**src/hw/drc_pkg.sv**
```systemverilog
// drc_pkg: register map, field positions and source encodings of the
// reference converter control block.
// assumes: included nowhere, referenced as drc_pkg::name.
package drc_pkg;

    // ----------------------------------------------------------------
    // register byte addresses
    // ----------------------------------------------------------------
    localparam logic [7:0] CONTROL_ADDR = 8'h00;   // converter_control
    localparam logic [7:0] LEVEL_ADDR   = 8'h04;   // converter_level_select
    localparam logic [7:0] PIN_ADDR     = 8'h08;   // pin read view

    // ----------------------------------------------------------------
    // converter_control fields
    // ----------------------------------------------------------------
    localparam int EN_BIT  = 7;
    localparam int LPS_BIT = 6;
    localparam int OE_BIT  = 5;
    localparam int PSS_HI  = 3;
    localparam int PSS_LO  = 2;
    localparam int NSS_BIT = 0;
    localparam logic [7:0] CONTROL_MASK  = 8'hED;
    localparam logic [7:0] CONTROL_RESET = 8'h00;

    // ----------------------------------------------------------------
    // converter_level_select fields
    // ----------------------------------------------------------------
    localparam int LEVEL_W = 5;
    localparam logic [7:0] LEVEL_MASK  = 8'h1F;
    localparam logic [7:0] LEVEL_RESET = 8'h00;

    // ----------------------------------------------------------------
    // source encodings
    // ----------------------------------------------------------------
    typedef enum logic [1:0] {
        DRC_PSRC_SUPPLY   = 2'h0,
        DRC_PSRC_EXT_REF  = 2'h1,
        DRC_PSRC_FIXED    = 2'h2,
        DRC_PSRC_RESERVED = 2'h3
    } drc_psrc_t;

endpackage : drc_pkg

```
**src/hw/drc_source_decode.sv**
```systemverilog
// drc_source_decode: registered one-hot ladder source selections.
// assumes: sys_clk domain, reset already synchronised.
`timescale 1ns/1ps
module drc_source_decode (
    input  wire logic       sys_clk,         // system clock
    input  wire logic       rst_sync_n,      // synchronised reset
    input  wire logic [1:0] psel_code,       // positive source code
    input  wire logic       nsel_code,       // negative source code
    output logic      [2:0] pos_onehot,      // supply, ext ref, fixed ref
    output logic      [1:0] neg_onehot       // ground, ext neg ref
);
    wire logic [2:0] pos_next;
    wire logic [1:0] neg_next;

    // reserved code selects nothing, so the ladder top floats rather than shorts
    assign pos_next = (psel_code == drc_pkg::DRC_PSRC_SUPPLY)  ? 3'h1 :
                      (psel_code == drc_pkg::DRC_PSRC_EXT_REF) ? 3'h2 :
                      (psel_code == drc_pkg::DRC_PSRC_FIXED)   ? 3'h4 : 3'h0;
    assign neg_next = nsel_code ? 2'h2 : 2'h1;

    always_ff @(posedge sys_clk or negedge rst_sync_n) begin
        if (!rst_sync_n) begin
            pos_onehot <= 3'h0;
            neg_onehot <= 2'h0;
        end else begin
            pos_onehot <= pos_next;
            neg_onehot <= neg_next;
        end
    end
endmodule : drc_source_decode

```
**src/hw/drc_top.sv**
```systemverilog
// drc_top: control registers of the 32-level reference converter behind APB.
// assumes: APB master on sys_clk; rst_n is the device reset (all types).
// Operation
// negative clamp: off, lps0, nss, code 0
// sleep wake leaves control register untouched
// software should disable before sleep
// any reset clears enable, pin, code
// bit 7 turns converter on
// bit 6 picks low-power source
// bit 5 routes voltage to pin
// bits 3:2 pick positive source
// bit 0 picks negative source
// bits 4,1 ignore writes, read zero
// level register bits 7:5 read zero
// five-bit code picks ladder tap
// positive clamp: off, lps1, pss, ones
// routed pin: driver off, reads zero
// writes act at completing edge, registered; source selects and pin routing (pin_route_reg) take effect one edge later
`timescale 1ns/1ps
module drc_top (
    input  wire logic        sys_clk,          // 100 MHz system clock
    input  wire logic        rst_n,            // async device reset
    input  wire logic        psel,             // apb select
    input  wire logic        penable,          // apb enable
    input  wire logic        pwrite,           // apb direction
    input  wire logic [7:0]  paddr,            // apb byte address
    input  wire logic [31:0] pwdata,           // apb write data
    output logic      [31:0] prdata,           // apb read data
    output logic             pready,           // apb ready
    output logic             pslverr,          // apb error
    input  wire logic        sleep_wake,       // wake from sleep pulse
    input  wire logic        pin_in,           // raw pin level
    input  wire logic        pin_dig_out,      // port driver data
    input  wire logic        pin_dig_oe,       // port driver enable
    output logic             pin_out,          // pin digital drive
    output logic             pin_oe,           // pin digital enable
    output logic             pin_input_en,     // pin input detector on
    output logic             pin_analog_en,    // ladder tied to pin
    output logic             converter_enable, // ladder powered
    output logic             low_power_state_select, // held source
    output logic      [4:0]  level_code,       // ladder tap
    output logic      [2:0]  pos_source_sel,   // one-hot positive
    output logic      [1:0]  neg_source_sel    // one-hot negative
);
    // ----------------------------------------------------------------
    // reset synchroniser
    // ----------------------------------------------------------------
    logic rst_meta_reg;
    logic rst_sync_reg;

    always_ff @(posedge sys_clk or negedge rst_n) begin
        if (!rst_n) begin
            rst_meta_reg <= 1'b0;
            rst_sync_reg <= 1'b0;
        end else begin
            rst_meta_reg <= 1'b1;
            rst_sync_reg <= rst_meta_reg;
        end
    end

    // ----------------------------------------------------------------
    // pin input synchroniser
    // ----------------------------------------------------------------
    logic pin_meta_reg;
    logic pin_sync_reg;

    always_ff @(posedge sys_clk or negedge rst_sync_reg) begin
        if (!rst_sync_reg) begin
            pin_meta_reg <= 1'b0;
            pin_sync_reg <= 1'b0;
        end else begin
            pin_meta_reg <= pin_in;
            pin_sync_reg <= pin_meta_reg;
        end
    end

    // ----------------------------------------------------------------
    // apb decode
    // ----------------------------------------------------------------
    logic [7:0] control_reg;
    logic [7:0] control_next;
    logic [7:0] level_reg;
    logic [7:0] level_next;
    logic [31:0] rdata_reg;
    logic [31:0] rdata_next;
    logic        err_reg;

    wire logic setup_w    = psel & ~penable;
    wire logic access_w   = psel & penable;
    wire logic hit_ctrl   = (paddr == drc_pkg::CONTROL_ADDR);
    wire logic hit_level  = (paddr == drc_pkg::LEVEL_ADDR);
    wire logic hit_pin    = (paddr == drc_pkg::PIN_ADDR);
    wire logic mapped     = hit_ctrl | hit_level | hit_pin;
    wire logic wr_ctrl    = access_w & pwrite & hit_ctrl;
    wire logic wr_level   = access_w & pwrite & hit_level;

    // answer one cycle after setup: access phase always ends in one cycle
    assign pready  = psel & penable;
    assign prdata  = rdata_reg;
    assign pslverr = psel & penable & err_reg;

    // ----------------------------------------------------------------
    // register next values
    // ----------------------------------------------------------------
    // sleep_wake is deliberately unused in the next-state terms
    assign control_next = wr_ctrl ? (pwdata[7:0] & drc_pkg::CONTROL_MASK)
                                  : control_reg;
    assign level_next   = wr_level ? (pwdata[7:0] & drc_pkg::LEVEL_MASK)
                                   : level_reg;

    wire logic oe_bit_w = control_reg[drc_pkg::OE_BIT];
    wire logic pin_rd_w = oe_bit_w ? 1'b0 : pin_sync_reg;

    assign rdata_next = hit_ctrl  ? {24'h000000, control_reg} :
                        hit_level ? {24'h000000, level_reg}   :
                        hit_pin   ? {31'h00000000, pin_rd_w}  : 32'h00000000;

    // ----------------------------------------------------------------
    // registers
    // ----------------------------------------------------------------
    // writes land at the access edge, the one at which the master sees
    // pready, so a setup that is never completed cannot change control_reg or level_reg
    always_ff @(posedge sys_clk or negedge rst_sync_reg) begin
        if (!rst_sync_reg) begin
            control_reg <= drc_pkg::CONTROL_RESET;
            level_reg   <= drc_pkg::LEVEL_RESET;
            rdata_reg   <= 32'h00000000;
            err_reg     <= 1'b0;
        end else begin
            control_reg <= control_next;
            level_reg   <= level_next;
            if (setup_w) begin
                rdata_reg <= pwrite ? 32'h00000000 : rdata_next;
                err_reg   <= ~mapped | (pwrite & hit_pin);
            end
        end
    end

    // ----------------------------------------------------------------
    // outputs to ladder and pin
    // ----------------------------------------------------------------
    logic pin_route_reg;

    always_ff @(posedge sys_clk or negedge rst_sync_reg) begin
        if (!rst_sync_reg) begin
            pin_route_reg <= 1'b0;
        end else begin
            pin_route_reg <= oe_bit_w;
        end
    end

    assign converter_enable       = control_reg[drc_pkg::EN_BIT];
    assign low_power_state_select = control_reg[drc_pkg::LPS_BIT];
    assign level_code             = level_reg[drc_pkg::LEVEL_W-1:0];
    assign pin_analog_en          = pin_route_reg;
    // digital driver and detector are overridden while the ladder owns the pin
    assign pin_oe                 = pin_dig_oe & ~pin_route_reg;
    assign pin_out                = pin_dig_out & ~pin_route_reg;
    assign pin_input_en           = ~pin_route_reg;

    drc_source_decode u_decode (
        .sys_clk    (sys_clk),
        .rst_sync_n (rst_sync_reg),
        .psel_code  (control_reg[drc_pkg::PSS_HI:drc_pkg::PSS_LO]),
        .nsel_code  (control_reg[drc_pkg::NSS_BIT]),
        .pos_onehot (pos_source_sel),
        .neg_onehot (neg_source_sel)
    );
endmodule : drc_top

```
**config.mk**
```make
export PLATFORM = sky130hd
export DESIGN_NAME = drc_top
export DESIGN_NICKNAME = d
export VERILOG_FILES = /design/src/hw/drc_pkg.sv /design/src/hw/drc_source_decode.sv /design/src/hw/drc_top.sv
export SDC_FILE = /design/constraint.sdc
export NUM_CORES = 1
export LEC_CHECK = 0
export BUFFER_PORTS_ARGS = -buffer_cell sky130_fd_sc_hd__buf_4
export CAP_MARGIN = 20
export CORE_MARGIN = 10
export CORE_UTILIZATION = 30
export DETAILED_ROUTE_END_ITERATION = 16
export HOLD_SLACK_MARGIN = 0.08
export PLACE_DENSITY = 0.62
export SYNTH_ARGS = -nofsm -noshare
export SYNTH_HDL_FRONTEND = slang
export SYNTH_HIERARCHICAL = 1
export SYNTH_SLANG_ARGS = --single-unit
```
**constraint.sdc**
```tcl
create_clock -name sys_clk -period 0.9 [get_ports sys_clk]
set_input_delay 0 -clock sys_clk [delete_from_list [all_inputs] [get_ports sys_clk]]
set_output_delay 0 -clock sys_clk [all_outputs]
set_load 0.05 [all_outputs]
```
==> flow_summary.ini, run 1 <==
[cells_and_area]
finalInstanceArea_mm2 = 0.00223
area_growth_pct = 60.4
layout-drive-gt1-share = 0.526
antennaDiodeCount = 0
fin_util = 0.504
largest_reg_flops = 8
layoutNonFillerInstCount = 244
nets = 240

[floorplanning]
core_area_mm2 = 0.00441
io_pins = 99
die_height_um = 88.0
initial_core_util = 0.314
row_count = 24
die_x_um = 88.0
die-area_mm2 = 0.00775

[detailed_routing]
drc = 0
vias_per_cell = 4.31
vias = 1052
routed_wl_um = 3690
ant_nets = 0
drt_iter0_markers = 29
wire_per_inst_um = 15.1
firstDrtPassIters = 3

[setup_path]
critPathMaxFanout = 4
crit_path_start_kind = input pin
critPathArrivalTime_ns = 1.29
crit_type = in -> reg
cp.required_ns = 1.06
critPathCaptureType = flop

[timing]
setup_ws_ns = -0.235
hold_viol = 0
layout_min_cycle_time_ns = 1.13
rsz0062_at_grt = true
fmax_ghz = 0.881
finalCritPeriodShare = 1.26
drv_slew = 0
fin_setup_tns_ns = -4.05
fin_skew_ns = 0.00418
finalSetupViolations = 26
hold_ws_ns = 0.128

[global_route]
grt_pass1_vias = 1152
grt_pass1_wl_um = 5810
antenna_found_initial = 0
grt_use_total = 0.0964
grt_overflow_total = 0
grt_max_degree = 29

[power_and_ir_drop]
leakage_nw = 1.15
switching_share = 0.290
sequentialPowerShare = 0.449
peakVddDrop_v = 0.000847
intPower_mw = 2.20
power_density_mw_per_mm2 = 1390
p_comb_frac = 0.200
p_switching_mw = 0.899
p_clk_frac = 0.351

[logic_synthesis]
postSynthAreaPerCell_um2 = 12.8
ys_ff_latch = 30
synth_compound_area_frac = 0.0649
synth_area_mm2 = 0.00139
synthAdderAreaFrac = 0
synth-simple-area-share = 0.143
synthXorXnorAreaFrac = 0
synth_top_family_by_area = buffers and inverters
synth_cells = 108
seq_area_frac_synth = 0.541
muxShareOfSynthArea = 0.0965
ys_types = 31
yosys_warnings = 6

[clock_tree]
clock_path_buffers = 2
clock-sinks = 30
clockRootBuffer = clkbuf_8
cts_buffers = 5
clkTransAtPathRegs_ns = 0.06
clk_latency_ns = 0.28
cts_tree = yes
htreeDepth = 2

[outcome]
outcome = complete, but fails checks
violations = negative setup slack

[place]
placed_area_mm2 = 0.00187
io_buffers = 49
placed_cells = 220
routabilityCongestion = 0.709
dp_hpwl_um = 2880

[hold_path]
min_path_type = in -> reg

[flow_run]
cap_violations = 0
final timing paths:
| path | endpoint | cells after the start | startpoint | slack, ns |
|---|---|---|---|---|
| worst min register to register | level_reg[2]$_DFFE_PN0P_ | 1 | rst_sync_reg$_DFF_PN0_ | 0.21 |
| worst min-delay path | prdata[0]$_DFFE_PN0P_ | 4 | paddr[0] | 0.13 |
| min in group asynchronous | level_reg[2]$_DFFE_PN0P_ | 1 | rst_sync_reg$_DFF_PN0_ | 0.21 |
| worst max-delay path | control_reg[5]$_DFFE_PN0P_ | 5 | paddr[6] | -0.23 |
| max in group asynchronous | rst_sync_reg$_DFF_PN0_ | 3 | rst_n | 0.22 |
| worst max register to register | prdata[0]$_DFFE_PN0P_ | 3 | control_reg[5]$_DFFE_PN0P_ | -0.15 |
worst max-delay path, stage by stage:
cell    delay [ns]
buf_6         0.09
or4_4         0.58
nor3_4        0.18
buf_6         0.15
mux2_4        0.29
routing by layer:
metal / global-route usage / part of all wire / up-vias
met5: 0 / 0 / -
met4: 0.0257 / 0.012 / 0
met3: 0.0520 / 0.16 / 5
met2: 0.150 / 0.45 / 63
met1: 0.113 / 0.38 / 491
li1: - / - / 493
power by group through the flow:
stage               sequential (mW)  clock, mW  combinational [mW]
finish                         1.39       1.09               0.618
global route                   1.39       1.22               0.653
CTS                            1.39       1.13               0.614
detailed placement             1.41          0               0.545
global placement               1.41          0               0.536
floorplan                      1.46          0               0.404
logic make-up after synthesis:
family          Yosys count
flops                    30
compound gates           11
buf+inv                  29
other cells               2
mux                      12
simple gates             24
repair_timing:
item | 4_1_cts | 5_1_grt
setup endpoints to repair | 25 | 30
buffers inserted | 5 | 0
endpoints found under the hold margin | 14 | 0
gates resized for setup | 29 | 4
pin swaps | 7 | 1
hold buffers | 11 | 0
metrics by stage:
stage	setup WS [ns]	total power [mW]
3_3_place_gp	-0.585	1.95
6_report	-0.235	3.10
5_1_grt	-0.260	3.27
3_5_place_dp	-0.631	1.96
2_1_floorplan	-0.477	1.86
4_1_cts	-0.257	3.13
area by class of cell:
class / count / area (um^2)
fillers: 400 / 2190
flip-flops and latches: 30 / 753
repair buffers: 79 / 719
multi-input cells: 72 / 586
clock buffers: 7 / 86.3
well taps: 52 / 65.1
inverters: 3 / 11.3
clock inverters: 1 / 5.00
synthesized netlist by cell type:
master | count | area (um^2)
inv_1 | 3 | 11.3
nor2_1 | 2 | 7.51
o21ai_0 | 2 | 10.0
or4_1 | 1 | 7.51
nor4_2 | 1 | 12.5
clkbuf_1 | 1 | 3.75
a2bb2oi_1 | 1 | 8.76
nand2b_1 | 1 | 6.26
and2_0 | 2 | 12.5
buf_6 | 1 | 11.3
a221o_1 | 2 | 20.0
and3b_2 | 1 | 10.0
nor4bb_1 | 1 | 10.0
nor2b_1 | 3 | 18.8
and2_1 | 1 | 6.26
nand2_1 | 2 | 7.51
nor3_4 | 2 | 32.5
nor4_4 | 1 | 21.3
a22o_1 | 5 | 43.8
buf_4 | 24 | 180
nand4b_1 | 1 | 8.76
and3_1 | 1 | 6.26
and2b_2 | 1 | 8.76
or3_2 | 1 | 7.51
dfrtp_1 | 30 | 751
mux2i_1 | 1 | 10.0
mux2_2 | 11 | 124
o31ai_1 | 1 | 7.51
conb_1 | 2 | 7.51
nand4_1 | 1 | 6.26
or3b_2 | 1 | 8.76
placed cells by master (no fill, tap or decap), drive strengths merged, types with 3 or more instances in the layout:
cell,instances
mux2,11
dlygate4sd3,11
buf,68
and2,3
nor2b,3
a22o,5
clkbuf,7
conb,25
inv,3
dfrtp,30
No activity file was read; power rests on OpenSTA's default activity.
==> inputs of run 2 (changes only) <==
--- a/config.mk
+++ b/config.mk
@@ -5,13 +5,14 @@
 export SDC_FILE = /design/constraint.sdc
 export NUM_CORES = 1
 export LEC_CHECK = 0
+export ABC_AREA = 1
 export BUFFER_PORTS_ARGS = -buffer_cell sky130_fd_sc_hd__buf_4
 export CAP_MARGIN = 20
 export CORE_MARGIN = 10
 export CORE_UTILIZATION = 30
 export DETAILED_ROUTE_END_ITERATION = 16
 export HOLD_SLACK_MARGIN = 0.08
-export PLACE_DENSITY = 0.62
+export PLACE_DENSITY = 0.61
 export SYNTH_ARGS = -nofsm -noshare
 export SYNTH_HDL_FRONTEND = slang
 export SYNTH_HIERARCHICAL = 1
==> run 2 against run 1 <==
Against the previous run:
- the run still ends with negative setup slack left
- combinational power about the same
- area after synthesis grew 6.0%
- synthesized cell count increased by 56%
- die area grew 4.7%
- maximum frequency rose by 15%
- global-route usage shrank 0.52 points
- utilization down 4.5 points
- critical endpoint is now pin_out
- largest cell class unchanged
==> flow_summary.ini, run 2 <==
[outcome]
outcome = complete, but fails checks
violations = negative setup slack

[setup_path]
critPathArrivalTime_ns = 0.98
cp_slowest_stage_delay_ns = 0.45
cp_top_family = flip-flops
critPathMaxFanout = 4
critPathSlowestCell = dfrtp_2
cp_num_buf_inv = 1
critPathCaptureType = output pin
cp.required_ns = 0.90
crit_path_start_kind = flop
crit_type = reg -> out
crit_chain = nor2_4 > buf_8

[global_route]
antenna_found_initial = 0
grt_pass1_wl_um = 6150
grt_max_degree = 29
grt_pass1_vias = 1294
grt_overflow_total = 0
grt_use_total = 0.0911

[cells_and_area]
antennaDiodeCount = 0
largest_reg_flops = 8
fin_util = 0.459
area_growth_pct = 47.4
layout-drive-gt1-share = 0.370
nets = 291
mostFrequentLayoutCell = buf_4
final_cell_mix = buf_4, nand2_1, conb_1, dfrtp_1, inv_1

[floorplanning]
die_height_um = 90.0
core_area_mm2 = 0.00472
die-area_mm2 = 0.00811
die_x_um = 90.0
io_pins = 99
initial_core_util = 0.312
row_count = 25

[hold_path]
min_path_type = in -> reg

[logic_synthesis]
yosys_warnings = 6
synth_edf_count = 0
synth_top_cell_area_share = 0.510
yosys.area.top_type = dfrtp_1
synthArstFlopShare = 1.00
synth_common_cells = nand2_1, dfrtp_1, buf_4, inv_1, nand3_1
synth.most_common_cell = nand2_1
synth_ff_type = dfrtp_1
synth_cells = 168
postSynthAreaPerCell_um2 = 8.76
seq_area_frac_synth = 0.510
ys_ff_latch = 30
ys_types = 15
synth_area_mm2 = 0.00147
ys_top_cells_by_area = dfrtp_1, buf_4, nand2_1, nand3_1, inv_1

[detailed_routing]
firstDrtPassIters = 4
vias = 1224
wire_per_inst_um = 12.0
drc = 0
drt_iter0_markers = 36
ant_nets = 0
vias_per_cell = 3.95
routed_wl_um = 3730

[timing]
rsz0062_at_grt = true
drv_slew = 0
fmax_ghz = 1.02
setup_ws_ns = -0.0843
hold_viol = 0
finalSetupViolations = 5
layout_min_cycle_time_ns = 0.984
finalCritPeriodShare = 1.09
fin_skew_ns = 0.00368

[clock_tree]
cts_tree = yes
clkTransAtPathRegs_ns = 0.06
cts_buffers = 5
clk_latency_ns = 0.28
htreeDepth = 2
clock_path_buffers = 2
clock-sinks = 30
clockRootBuffer = clkbuf_8

[power_and_ir_drop]
leakage_nw = 1.15
total_power_mw = 3.11
power_density_mw_per_mm2 = 1430
peakVddDrop_v = 0.000670

[place]
routabilityCongestion = 0.788
dp_slack_ns = -0.0380
io_buffers = 49
dp_hpwl_um = 2980

[flow_run]
cap_violations = 0
==> run 2: cell count changes after synthesis, sizes merged, moves of 3 or more <==
| cell | before | now |
|---|---|---|
| and2 | 3 | 0 |
| a22o | 5 | 0 |
| o21ai | 2 | 9 |
| inv | 3 | 22 |
| nand2 | 2 | 39 |
| nor2 | 2 | 20 |
| mux2 | 11 | 0 |
| nand3 | 0 | 18 |
| nor2b | 3 | 0 |
==> run 2: cell families (layout without fill, tap and decap cells) <==
family | count (synthesis) | after routing | share of synthesized area
AO/OA/AOI/OAI | 11 | 11 | 0.0391
other | 2 | 25 | 0.00510
buffers and inverters | 47 | 99 | 0.186
flip-flops | 30 | 30 | 0.510
AND/OR/NAND/NOR | 78 | 78 | 0.259
==> run 2: per-stage QoR <==
stage | hold WS [ns] | area [um^2] | std cells | setup TNS, ns
floorplan | -0.296 | 1580 | 191 | -0.342
detailed placement | -0.216 | 1920 | 290 | -0.322
global route | 0.129 | 2170 | 310 | -0.508
finish | 0.102 | 2170 | 310 | -0.265
global placement | -0.217 | 1920 | 290 | -0.203
CTS | 0.105 | 2150 | 310 | -0.327
==> run 2: routing by layer <==
layer / global-route usage / part of all wire
met4: 0.0318 / 0.015
met3: 0.0499 / 0.093
met1: 0.0927 / 0.40
met5: 0 / 0
met2: 0.155 / 0.49
==> run 2: final cells by class <==
| class | count | area [um^2] |
|---|---|---|
| Timing Repair Buffer | 69 | 603 |
| Inverter | 22 | 82.6 |
| Clock inverter | 1 | 5.00 |
| Fill cell | 489 | 2550 |
| Clock buffer | 7 | 86.3 |
| Tap cell | 67 | 83.8 |
| Multi-Input combinational cell | 114 | 551 |
| Sequential cell | 30 | 758 |
==> run 2: final timing paths <==
kind                                       startpoint                      to  slack, ns  cells after the start
max in group asynchronous                       rst_n  rst_sync_reg$_DFF_PN0_       0.20                      3
setup reg to reg           control_reg[5]$_DFFE_PN0P_   prdata[0]$_DFFE_PN0P_       0.06                      5
hold / removal                                 pwrite   prdata[4]$_DFFE_PN0P_       0.10                      4
min in group asynchronous      rst_sync_reg$_DFF_PN0_   prdata[2]$_DFFE_PN0P_       0.21                      1
hold reg to reg                rst_sync_reg$_DFF_PN0_   prdata[2]$_DFFE_PN0P_       0.21                      1
setup / recovery              pin_analog_en$_DFF_PN0_                 pin_out      -0.08                      2
==> run 2: power by group <==
part           internal (mW)  switching [mW]
logic                  0.186           0.432
clock network          0.615           0.487
registers               1.38          0.0157
==> run 2: repair_timing <==
action,CTS,global route
pin swaps,3,1
setup endpoints to repair,6,11
hold endpoints to repair,14,0
hold buffers,11,0
buffers inserted,1,0
gates resized for setup,7,6
==> run 2: worst min-delay path, stage by stage <==
cell,delay [ns]
buf_4,0.10
inv_1,0.09
nand3_1,0.10
o21ai_1,0.05
